$ cat src/rtl/tap_pkg.sv
// ==========================================================
// test access port constants
package tap_pkg;

	// instruction register
	localparam int IR_LEN = 3;
	localparam logic [2:0] INSN_EXTEST = 3'h0;
	localparam logic [2:0] INSN_IDCODE = 3'h1;
	localparam logic [2:0] INSN_SAMPLE = 3'h2;
	localparam logic [2:0] INSN_CLAMP = 3'h3;
	localparam logic [2:0] INSN_HIGHZ = 3'h4;
	localparam logic [2:0] INSN_BYPASS = 3'h7;
	// fixed pattern loaded in capture-ir, two low bits 01
	localparam logic [2:0] IR_CAPTURE_VAL = 3'h1;
	localparam logic [2:0] IR_RESET_VAL = INSN_IDCODE;

	// identification register layout
	localparam int ID_LEN = 32;
	localparam int ID_MFR_POS = 1;
	localparam int ID_MFR_LEN = 11;
	localparam int ID_PART_POS = 12;
	localparam int ID_PART_LEN = 16;
	localparam int ID_VER_POS = 28;
	localparam int ID_VER_LEN = 4;
	localparam logic ID_MARKER_BIT = 1'h1;

	// boundary register default length (cells 0 to 72)
	localparam int BSR_LEN_DEFAULT = 73;

	// link clock period seen by the sampler, for reference only
	localparam int TCK_PERIOD_NS = 160;
	localparam int MCLK_PERIOD_NS = 20;
	localparam int TCK_MCLK_RATIO = TCK_PERIOD_NS / MCLK_PERIOD_NS;

	typedef enum logic [15:0] {
		ST_RESET = 16'h0001,
		ST_IDLE = 16'h0002,
		ST_SEL_DR = 16'h0004,
		ST_CAP_DR = 16'h0008,
		ST_SHIFT_DR = 16'h0010,
		ST_EXIT1_DR = 16'h0020,
		ST_PAUSE_DR = 16'h0040,
		ST_EXIT2_DR = 16'h0080,
		ST_UPD_DR = 16'h0100,
		ST_SEL_IR = 16'h0200,
		ST_CAP_IR = 16'h0400,
		ST_SHIFT_IR = 16'h0800,
		ST_EXIT1_IR = 16'h1000,
		ST_PAUSE_IR = 16'h2000,
		ST_EXIT2_IR = 16'h4000,
		ST_UPD_IR = 16'h8000
	} tap_state_t;

endpackage

$ cat src/rtl/boundary_scan_tap.sv
// Contract
// - state moves on rising test clock only; test reset pin low forces reset state
// - power-up: reset state, identify instruction current
// - select-dr: low to capture, high select-ir
// - capture-dr loads selected register, then shift/exit1
// - shift-dr shifts selected register one stage
// - exit1-dr update/pause; pause holds while low
// - exit2-dr: high update, low back shift
// - update-dr copies shift stage on falling edge
// - select-ir: low capture-ir, high to reset
// - capture-ir loads fixed pattern, then exit1/shift
// - shift-ir shifts instruction stage, high exits
// - exit1-ir pause/update; pause-ir holds while low
// - exit2-ir: high update, low back shift
// - update-ir latches instruction on falling edge
// - instruction register three bits, shift plus latch
// - code 111 routes through one-bit bypass
// - code 010 samples pins into boundary register
// - code 000 drives outputs from boundary latches
// - code 011 bypass, outputs frozen from boundary
// - code 100 floats outputs, bypass in path
// - code 001 captures and shifts identity value
// - identity: bit0 one, maker, part, version
// - identity 32-bit, selected also in reset state
`timescale 1ns/1ps
`default_nettype none

module boundary_scan_tap
	import tap_pkg::*;
#(
	parameter int BSR_LEN = BSR_LEN_DEFAULT,
	// arbitrary neutral identity values
	parameter logic [ID_MFR_LEN-1:0] MFR_CODE = 11'h055,
	parameter logic [ID_PART_LEN-1:0] PART_CODE = 16'h00a5,
	parameter logic [ID_VER_LEN-1:0] VER_CODE = 4'h1
) (
	// clock and reset
	input wire logic i_mclk,
	input wire logic i_rst,
	// test port pins
	input wire logic i_test_port_reset_n,
	input wire logic i_test_port_clock,
	input wire logic i_test_port_mode_select,
	input wire logic i_test_port_serial_in,
	output logic o_test_port_serial_out,
	output logic o_test_port_serial_out_oe,
	// boundary cells towards the pins
	input wire logic [BSR_LEN-1:0] i_bsr_capture,
	output logic [BSR_LEN-1:0] o_bsr_update,
	output logic o_pins_from_bsr,
	output logic o_pins_hiz
);

	// ==========================================================
	// parameter checks
	if (BSR_LEN < 2) begin : g_bad_len
		$error("boundary register must hold at least two cells");
	end

	// ==========================================================
	// helpers
	function automatic tap_state_t tap_next(input tap_state_t s, input logic tms);
		tap_state_t n;
		n = s;
		unique case (s)
			ST_RESET: n = tms ? ST_RESET : ST_IDLE;
			ST_IDLE: n = tms ? ST_SEL_DR : ST_IDLE;
			ST_SEL_DR: n = tms ? ST_SEL_IR : ST_CAP_DR;
			ST_CAP_DR: n = tms ? ST_EXIT1_DR : ST_SHIFT_DR;
			ST_SHIFT_DR: n = tms ? ST_EXIT1_DR : ST_SHIFT_DR;
			ST_EXIT1_DR: n = tms ? ST_UPD_DR : ST_PAUSE_DR;
			ST_PAUSE_DR: n = tms ? ST_EXIT2_DR : ST_PAUSE_DR;
			ST_EXIT2_DR: n = tms ? ST_UPD_DR : ST_SHIFT_DR;
			ST_UPD_DR: n = tms ? ST_SEL_DR : ST_IDLE;
			ST_SEL_IR: n = tms ? ST_RESET : ST_CAP_IR;
			ST_CAP_IR: n = tms ? ST_EXIT1_IR : ST_SHIFT_IR;
			ST_SHIFT_IR: n = tms ? ST_EXIT1_IR : ST_SHIFT_IR;
			ST_EXIT1_IR: n = tms ? ST_UPD_IR : ST_PAUSE_IR;
			ST_PAUSE_IR: n = tms ? ST_EXIT2_IR : ST_PAUSE_IR;
			ST_EXIT2_IR: n = tms ? ST_UPD_IR : ST_SHIFT_IR;
			ST_UPD_IR: n = tms ? ST_SEL_DR : ST_IDLE;
			default: n = ST_RESET;
		endcase
		return n;
	endfunction

	// boundary register sits in the path for extest and sample only
	function automatic logic sel_bsr(input logic [IR_LEN-1:0] ir);
		return (ir == INSN_EXTEST) || (ir == INSN_SAMPLE);
	endfunction

	function automatic logic sel_id(input logic [IR_LEN-1:0] ir, input tap_state_t s);
		return (ir == INSN_IDCODE) || (s == ST_RESET);
	endfunction

	localparam logic [ID_LEN-1:0] ID_VALUE = {VER_CODE, PART_CODE, MFR_CODE, ID_MARKER_BIT};

	// ==========================================================
	// pin synchronisers and edge finding
	logic [1:0] tck_sync_ff;
	logic [1:0] tms_sync_ff;
	logic [1:0] tdi_sync_ff;
	logic [1:0] trst_sync_ff;
	logic tck_prev_ff;
	logic tck_rise;
	logic tck_fall;
	logic tms_s;
	logic tdi_s;
	logic trst_act;

	always_ff @(posedge i_mclk) begin
		if (i_rst) begin
			tck_sync_ff <= 2'h0;
			tms_sync_ff <= 2'h3;
			tdi_sync_ff <= 2'h0;
			trst_sync_ff <= 2'h0;
			tck_prev_ff <= 1'h0;
		end else begin
			tck_sync_ff <= {tck_sync_ff[0], i_test_port_clock};
			tms_sync_ff <= {tms_sync_ff[0], i_test_port_mode_select};
			tdi_sync_ff <= {tdi_sync_ff[0], i_test_port_serial_in};
			trst_sync_ff <= {trst_sync_ff[0], i_test_port_reset_n};
			tck_prev_ff <= tck_sync_ff[1];
		end
	end

	// mode select and data cross with the same two-stage delay as the clock, so they line up with its edges
	assign tms_s = tms_sync_ff[1];
	assign tdi_s = tdi_sync_ff[1];
	assign trst_act = ~trst_sync_ff[1];
	assign tck_rise = tck_sync_ff[1] & ~tck_prev_ff;
	assign tck_fall = ~tck_sync_ff[1] & tck_prev_ff;

	// ==========================================================
	// controller state
	tap_state_t state_ff;
	tap_state_t nxt_state;

	always_comb begin
		nxt_state = state_ff;
		if (trst_act) begin
			nxt_state = ST_RESET;
		end else if (tck_rise) begin
			nxt_state = tap_next(state_ff, tms_s);
		end
	end

	always_ff @(posedge i_mclk) begin
		if (i_rst) begin
			state_ff <= ST_RESET;
		end else begin
			state_ff <= nxt_state;
		end
	end

	// ==========================================================
	// instruction and data registers
	logic [IR_LEN-1:0] ir_shift_ff;
	logic [IR_LEN-1:0] ir_ff;
	logic bypass_ff;
	logic [ID_LEN-1:0] id_shift_ff;
	logic [ID_LEN-1:0] id_latch_ff;
	logic [BSR_LEN-1:0] bsr_shift_ff;
	logic [BSR_LEN-1:0] bsr_latch_ff;
	logic [IR_LEN-1:0] nxt_ir_shift;
	logic [IR_LEN-1:0] nxt_ir;
	logic nxt_bypass;
	logic [ID_LEN-1:0] nxt_id_shift;
	logic [ID_LEN-1:0] nxt_id_latch;
	logic [BSR_LEN-1:0] nxt_bsr_shift;
	logic [BSR_LEN-1:0] nxt_bsr_latch;
	logic use_bsr;
	logic use_id;

	assign use_bsr = sel_bsr(ir_ff);
	assign use_id = sel_id(ir_ff, state_ff);

	always_comb begin
		nxt_ir_shift = ir_shift_ff;
		nxt_ir = ir_ff;
		nxt_bypass = bypass_ff;
		nxt_id_shift = id_shift_ff;
		nxt_id_latch = id_latch_ff;
		nxt_bsr_shift = bsr_shift_ff;
		nxt_bsr_latch = bsr_latch_ff;
		if (state_ff == ST_RESET) begin
			nxt_ir = IR_RESET_VAL;
		end
		if (tck_rise && !trst_act) begin
			unique case (state_ff)
				ST_CAP_IR: nxt_ir_shift = IR_CAPTURE_VAL;
				ST_SHIFT_IR: nxt_ir_shift = {tdi_s, ir_shift_ff[IR_LEN-1:1]};
				ST_CAP_DR: begin
					if (use_bsr) begin
						nxt_bsr_shift = i_bsr_capture;
					end else if (use_id) begin
						nxt_id_shift = ID_VALUE;
					end else begin
						nxt_bypass = 1'h0;
					end
				end
				ST_SHIFT_DR: begin
					if (use_bsr) begin
						nxt_bsr_shift = {tdi_s, bsr_shift_ff[BSR_LEN-1:1]};
					end else if (use_id) begin
						nxt_id_shift = {tdi_s, id_shift_ff[ID_LEN-1:1]};
					end else begin
						nxt_bypass = tdi_s;
					end
				end
				default: begin
				end
			endcase
		end
		if (tck_fall && !trst_act) begin
			if (state_ff == ST_UPD_IR) begin
				nxt_ir = ir_shift_ff;
			end
			// clamp leaves the latches alone since the boundary register is not selected
			if (state_ff == ST_UPD_DR) begin
				if (use_bsr) begin
					nxt_bsr_latch = bsr_shift_ff;
				end else if (use_id) begin
					nxt_id_latch = id_shift_ff;
				end
			end
		end
	end

	always_ff @(posedge i_mclk) begin
		if (i_rst) begin
			ir_shift_ff <= IR_CAPTURE_VAL;
			ir_ff <= IR_RESET_VAL;
			bypass_ff <= 1'h0;
			id_shift_ff <= '0;
			id_latch_ff <= '0;
			bsr_shift_ff <= '0;
			bsr_latch_ff <= '0;
		end else begin
			ir_shift_ff <= nxt_ir_shift;
			ir_ff <= nxt_ir;
			bypass_ff <= nxt_bypass;
			id_shift_ff <= nxt_id_shift;
			id_latch_ff <= nxt_id_latch;
			bsr_shift_ff <= nxt_bsr_shift;
			bsr_latch_ff <= nxt_bsr_latch;
		end
	end

	// ==========================================================
	// pin side outputs and serial out
	logic nxt_tdo;
	logic nxt_tdo_oe;
	logic nxt_from_bsr;
	logic nxt_hiz;

	always_comb begin
		nxt_tdo = o_test_port_serial_out;
		nxt_tdo_oe = o_test_port_serial_out_oe;
		// extest and clamp drive pins from the latches; clamp keeps them still
		nxt_from_bsr = (ir_ff == INSN_EXTEST) || (ir_ff == INSN_CLAMP);
		nxt_hiz = (ir_ff == INSN_HIGHZ);
		// serial out changes on the falling edge so the tester samples a settled bit
		if (trst_act) begin
			nxt_tdo_oe = 1'h0;
		end else if (tck_fall) begin
			nxt_tdo_oe = (state_ff == ST_SHIFT_DR) || (state_ff == ST_SHIFT_IR);
			if (state_ff == ST_SHIFT_IR) begin
				nxt_tdo = ir_shift_ff[0];
			end else if (use_bsr) begin
				nxt_tdo = bsr_shift_ff[0];
			end else if (use_id) begin
				nxt_tdo = id_shift_ff[0];
			end else begin
				nxt_tdo = bypass_ff;
			end
		end
	end

	always_ff @(posedge i_mclk) begin
		if (i_rst) begin
			o_test_port_serial_out <= 1'h0;
			o_test_port_serial_out_oe <= 1'h0;
			o_pins_from_bsr <= 1'h0;
			o_pins_hiz <= 1'h0;
			o_bsr_update <= '0;
		end else begin
			o_test_port_serial_out <= nxt_tdo;
			o_test_port_serial_out_oe <= nxt_tdo_oe;
			o_pins_from_bsr <= nxt_from_bsr;
			o_pins_hiz <= nxt_hiz;
			o_bsr_update <= bsr_latch_ff;
		end
	end
endmodule

`default_nettype wire

$ cat config.mk
export PLATFORM = sky130hd
export DESIGN_NAME = boundary_scan_tap
export DESIGN_NICKNAME = d
export VERILOG_FILES = /design/src/rtl/tap_pkg.sv /design/src/rtl/boundary_scan_tap.sv
export SDC_FILE = /design/constraint.sdc
export NUM_CORES = 1
export LEC_CHECK = 0
export ABC_AREA = 1
export ABC_CLOCK_PERIOD_IN_PS = 2000
export BUFFER_PORTS_ARGS = -buffer_cell sky130_fd_sc_hd__buf_4
export CORE_MARGIN = 3
export CORE_UTILIZATION = 45
export DETAILED_ROUTE_END_ITERATION = 10
export PLACE_DENSITY_LB_ADDON = 0.25
export SETUP_SLACK_MARGIN = 0.1
export SYNTH_ARGS = -nofsm -noshare
export SYNTH_HDL_FRONTEND = slang
export SYNTH_SLANG_ARGS = --single-unit
$ cat constraint.sdc
create_clock -name i_mclk -period 2 [get_ports i_mclk]
set_clock_uncertainty 0.2 [all_clocks]
set_input_delay 0.1 -clock i_mclk [delete_from_list [all_inputs] [get_ports i_mclk]]
set_output_delay 0.1 -clock i_mclk [all_outputs]
set_load 0.005 [all_outputs]
== Yosys cells after proc, flatten, opt, wreduce, memory -nomap -nowiden ==
Cells that the tools add are included.
Storage, ports and cells
  bits in registers: 287
  bits in latches: 0
  memory bits (writable): 0
  ROM bits: 0
  input port bits: 79
  output and inout port bits: 77
  logic and storage cells: 102
  memories kept: 0
Operators by class
  add/subtract/negate cells: 0
  $mul: 0
  divide/modulo/power cells: 0
  order comparisons: 0
  equality and inequality tests: 28
  shift-type cells: 0
  multiplexer cells: 33
  bitwise logic cells: 5
  reduce and logical (&&, ||, !) cells: 19
Operators with widths (number)
  case mux 16 bit (12 select lines): 1
  two-way mux 73 bit: 2
  case mux 73 bit (2 select lines): 1
  two-way mux 32 bit: 4
  case mux 32 bit (2 select lines): 1
  two-way mux 16 bit: 2
  two-way mux 9 bit: 2
  equality test 16 x 1 -> 1 bit (second input constant): 1
  equality test 16 x 10 -> 1 bit (second input constant): 1
  equality test 16 x 11 -> 1 bit (second input constant): 1
  equality test 16 x 12 -> 1 bit (second input constant): 1
  equality test 16 x 13 -> 1 bit (second input constant): 1
  equality test 16 x 14 -> 1 bit (second input constant): 1
  equality test 16 x 15 -> 1 bit (second input constant): 1
  equality test 16 bit (second input constant): 1
  equality test 16 x 2 -> 1 bit (second input constant): 1
  equality test 16 x 3 -> 1 bit (second input constant): 1
  equality test 16 x 4 -> 1 bit (second input constant): 1
  equality test 16 x 5 -> 1 bit (second input constant): 1
  equality test 16 x 6 -> 1 bit (second input constant): 1
  equality test 16 x 7 -> 1 bit (second input constant): 1
  equality test 16 x 8 -> 1 bit (second input constant): 1
  equality test 16 x 9 -> 1 bit (second input constant): 1
  != test 2 bit (second input constant): 8
  other kinds (26): 48

== Logic depth before layout (Yosys ltp) ==
  depth in word-level cells: 5
  depth in mapped cells: 13
  mapped depth without buffers: 12

== Least setup slack after synthesis ==
No wires, ideal clock.
  path kind: flip-flop to flip-flop
  from: register state_ff[2]
  to: register bsr_latch_ff[10]
  setup time: 0.066 ns
  arrival: 1.646 ns
  required time: 1.734 ns
  setup slack: 0.087 ns
  cell stages (with the launch flop): 11
  buffers on the path: 1
  clock period less this slack: 1.913 ns
  path through: dfxtp_1 nor2_4 nand2_4 nor2_8 nand2_4 inv_4 nand2_4 nor3_4 buf_6 o21ai_1 a21oi_2
On the way
  word-level cells in the longest chain between the ends: 2
Ends and longest elaborated chain
  start, declared: RTL line boundary_scan_tap.sv:136  | tap_state_t state_ff;
  start signal, assigned: RTL line boundary_scan_tap.sv:152  | state_ff <= nxt_state;
  equality test 16 x 9 -> 1 bit: RTL line boundary_scan_tap.sv:220  | if (state_ff == ST_UPD_DR) begin
  AND reduction 3 bit (no line)
  end signal, assigned: RTL line boundary_scan_tap.sv:246  | bsr_latch_ff <= nxt_bsr_latch;
  end, declared: RTL line boundary_scan_tap.sv:164  | logic [BSR_LEN-1:0] bsr_latch_ff;
No other way between the ends.
A chain may end at the register's enable or synchronous reset.

== Final worst setup path ==
  from: register state_ff[0]
  to: register bsr_latch_ff[48]
Same word-level chain as after synthesis.

==> summary.txt <==
Status
  • Outcome: complete, but fails checks
  • Violated checks: setup timing

Power and ir drop
  • P_int: 0.00908 W
  • Switching share of power: 21.4%
  • Peak VDD IR: 0.554 mV
  • Lkg Pwr: 6.19 nW
  • Cell Pwr Density: 734 nW/µm²
  • Clock Power Share: 46.1%
  • Switching power total: 0.00247 W
  • Comb power frac: 4.3%
  • Reg power frac: 49.6%

CTS
  • CTS tree: done
  • H-tree depth: 1
  • CTS Sinks: 287
  • Worst skew pair latency: 560 ps
  • Clk buf depth: 3
  • Root Driver: clkbuf_16
  • Clock-pin slew on the worst setup and hold paths: 60 ps
  • Inserted Clock Buffers: 31

Hold path
  • Worst min-delay path class: reg -> reg
  • Worst Hold Launch: tdi_sync_ff[0]$_SDFF_PP0_
  • Hold path depth: 2

Setup path
  • Crit path capture type: register
  • Critical R2R Launch: state_ff[0]$_SDFFE_PP1P_
  • Reg-to-Reg End: bsr_latch_ff[48]$_SDFFE_PP0P_
  • Worst reg2reg setup slack: -100 ps
  • CP Class: reg -> reg
  • R2R depth: 12
  • Most common cell type on the critical path: nand2_4
  • WP depth: 12
  • CP endpoint: bsr_latch_ff[48]$_SDFFE_PP0P_
  • Bufs and invs on worst path: 4
  • Worst path cell trace: nor2_4 > nand2_4 > buf_4 > nor2_8 > nand2_4 > inv_4 > nand2_4 > nor3_4 > buf_6 > buf_12 > o21ai_2 > a21oi_2
  • Worst Setup Start Kind: register
  • Origin of the worst setup path: state_ff[0]$_SDFFE_PP1P_
  • CP arrival: 2370 ps
  • Slowest-stage cell, CP: dfxtp_1
  • CP max stage delay: 330 ps
  • Critical path data required time: 2270 ps
  • Max FO, Critical Path: 7
  • Family with the most delay on the worst path: simple AND/OR/NAND/NOR gates

Route
  • Post-DRT Antenna Nets: 0
  • Avg WL per Cell: 14.5 µm
  • Via count: 10,448
  • Pre-antenna DRT Iters: 5
  • Via/cell ratio: 4.92
  • DR iter-0 viols: 816
  • Post-route DRC: 0
  • Routed WL: 30,900 µm

GRT
  • Antenna violations before repair: 0
  • Largest net degree at the start of global routing: 90
  • Number of global-route vias before repair: 10,042
  • First-pass GRT wire length: 49,000 µm
  • GRT Util Overall: 20.8%
  • GRT Residual Overflow: 0

Logic synthesis
  • Synth unique cells: 35
  • Seq cells post-synth: 287
  • Avg Cell Area, Syn: 7.73 µm²
  • Yosys warns: 0
  • Post-synthesis net count: 1,587
  • Yosys top cell area share: 49.3%
  • Post-Synthesis Cells: 1,508
  • Post-Syn Area: 11,700 µm²
  • Post-synth top area cell: dfxtp_1
  • Top area cells in the synthesized netlist: dfxtp_1 (49%), o21ai_0 (7.6%), nand2_1 (7.1%)
  • Sequential fraction of the synthesis area: 49.3%

Floorplan
  • Core box area: 25,300 µm²
  • Die footprint: 27,900 µm²
  • Initial core utilization: 46.0%
  • Die Y-Extent: 167 µm
  • I/O Pins: 156
  • FP Rows: 58
  • Die W: 167 µm

Placement
  • RD Place Congestion: 0.900
  • Placed cells: 1,963
  • IO buf count: 155
  • Post-DP HPWL: 17,900 µm
  • Place WS: -60.7 ps

STA
  • Slew Limit Fails: 0
  • Maximum clock frequency: 0.477 GHz
  • RSZ-0062 raised after global routing: true
  • Worst setup margin: -97.2 ps
  • Min Clock Period, post-route: 2100 ps
  • Final setup viols: 59
  • Setup_tns: -2480 ps
  • Relative slew slack: 63.6%
  • Final Hold Vio Count: 0
  • Worst-margin pin slew: 545 ps
  • Tcrit/Tclk final: 105%

Finish
  • Ratio of cells with drive above 1 in the final layout: 24.0%
  • Fin util: 62.2%
  • Non-filler instance count after layout: 2,124
  • Area Growth Syn to Fin: 35.1%
  • Final nets: 1,849

Run
  • Max-cap viol count: 0
## power by group through the flow
| stage | registers [W] | logic, W | clock network, W |
|---|---|---|---|
| finish | 0.00573 | 0.000498 | 0.00532 |
| global route | 0.00573 | 0.000540 | 0.00567 |
| CTS | 0.00573 | 0.000483 | 0.00542 |
| detailed placement | 0.00585 | 0.000352 | 0 |
| global placement | 0.00585 | 0.000352 | 0 |
| floorplan | 0.00585 | 0.000163 | 0 |
## state kept, by name, summed over array words and instances, names as in the netlist, 3 cells and up
| register | cells |
|---|---|
| o_bsr_update | 73 |
| ir_ff | 3 |
| ir_shift_ff | 3 |
| id_shift_ff | 32 |
| bsr_latch_ff | 73 |
| bsr_shift_ff | 73 |
| state_ff | 16 |
## cell usage in the layout, fill, tap and decap left out, types with 35 or more instances in the layout
| master | n |
|---|---|
| o21ai_1 | 48 |
| a21oi_1 | 95 |
| nand2_1 | 215 |
| dlygate4sd3_1 | 82 |
| a21oi_2 | 72 |
| o21ai_0 | 172 |
| inv_1 | 209 |
| nor2_1 | 192 |
| clkbuf_16 | 35 |
| dfxtp_1 | 282 |
| buf_4 | 203 |
## per-layer routing
layer | vias to the layer above | track usage (%) | routed length, µm
li1 | 5288 | - | -
met1 | 4796 | 26.3 | 13400
met2 | 291 | 36.1 | 14900
met3 | 73 | 2.54 | 1440
met4 | 0 | 8.29 | 1160
met5 | - | 0 | 0
## cell families after synthesis
kind of cell / share of synthesized area [%]
AND/OR/NAND/NOR: 17.8
AO/OA/AOI/OAI: 20.7
buffers and inverters: 12.2
flip-flops: 49.3
## cell usage after synthesis, drive strengths merged
library cell	instances
a31oi	1
a21oi	167
o211a	1
nor2	210
nand3	29
nand3b	1
o21ai	248
dfxtp	287
nand2	228
a211oi	1
nor3b	1
or2	2
clkinv	1
nor3	12
nand4	2
nor4	2
inv	214
buf	38
o211ai	6
clkbuf	57
## layout make-up
type,count,area [µm²]
fillers,2151,9590
repair buffers,324,3090
well taps,330,413
multi-input cells,911,4710
diodes,1,2.50
clock buffers,50,907
clock inverters,6,42.5
inverters,215,816
flip-flops and latches,287,5750
## repair_timing
item	in CTS	in global routing
pin swaps	15	1
gates resized for setup	37	44
hold buffers	82	0
buffers inserted	11	0
endpoints found under the setup margin	184	195
gates cloned	7	4
endpoints found under the hold margin	140	0
## per-stage QoR
step / hold slack (ps) / instance area [µm²] / total power, W
after floorplan: 3.81 / 11700 / 0.00602
after global placement: 88.4 / 13300 / 0.00621
after detailed placement: 90.3 / 13300 / 0.00621
after CTS: 199 / 15500 / 0.0116
after global routing: 214 / 15700 / 0.0119
final: 202 / 15700 / 0.0116
## tightest hold or removal path, cell delays in order, from the launching register on
cell	delay, ps
dfxtp_1	290
inv_1	40
nor2_1	30
## worst min path at each step
stage / slack, ps / endpoint
after floorplan: 4 / tms_sync_ff[0]$_SDFF_PP1_
after global routing: 210 / bsr_shift_ff[67]$_SDFFE_PP0P_
final: 200 / tdi_sync_ff[1]$_SDFF_PP0_
after global placement: 90 / tms_sync_ff[0]$_SDFF_PP1_
after detailed placement: 90 / tms_sync_ff[0]$_SDFF_PP1_
after CTS: 200 / bsr_shift_ff[67]$_SDFFE_PP0P_
(Power assumes the default switching activity.)
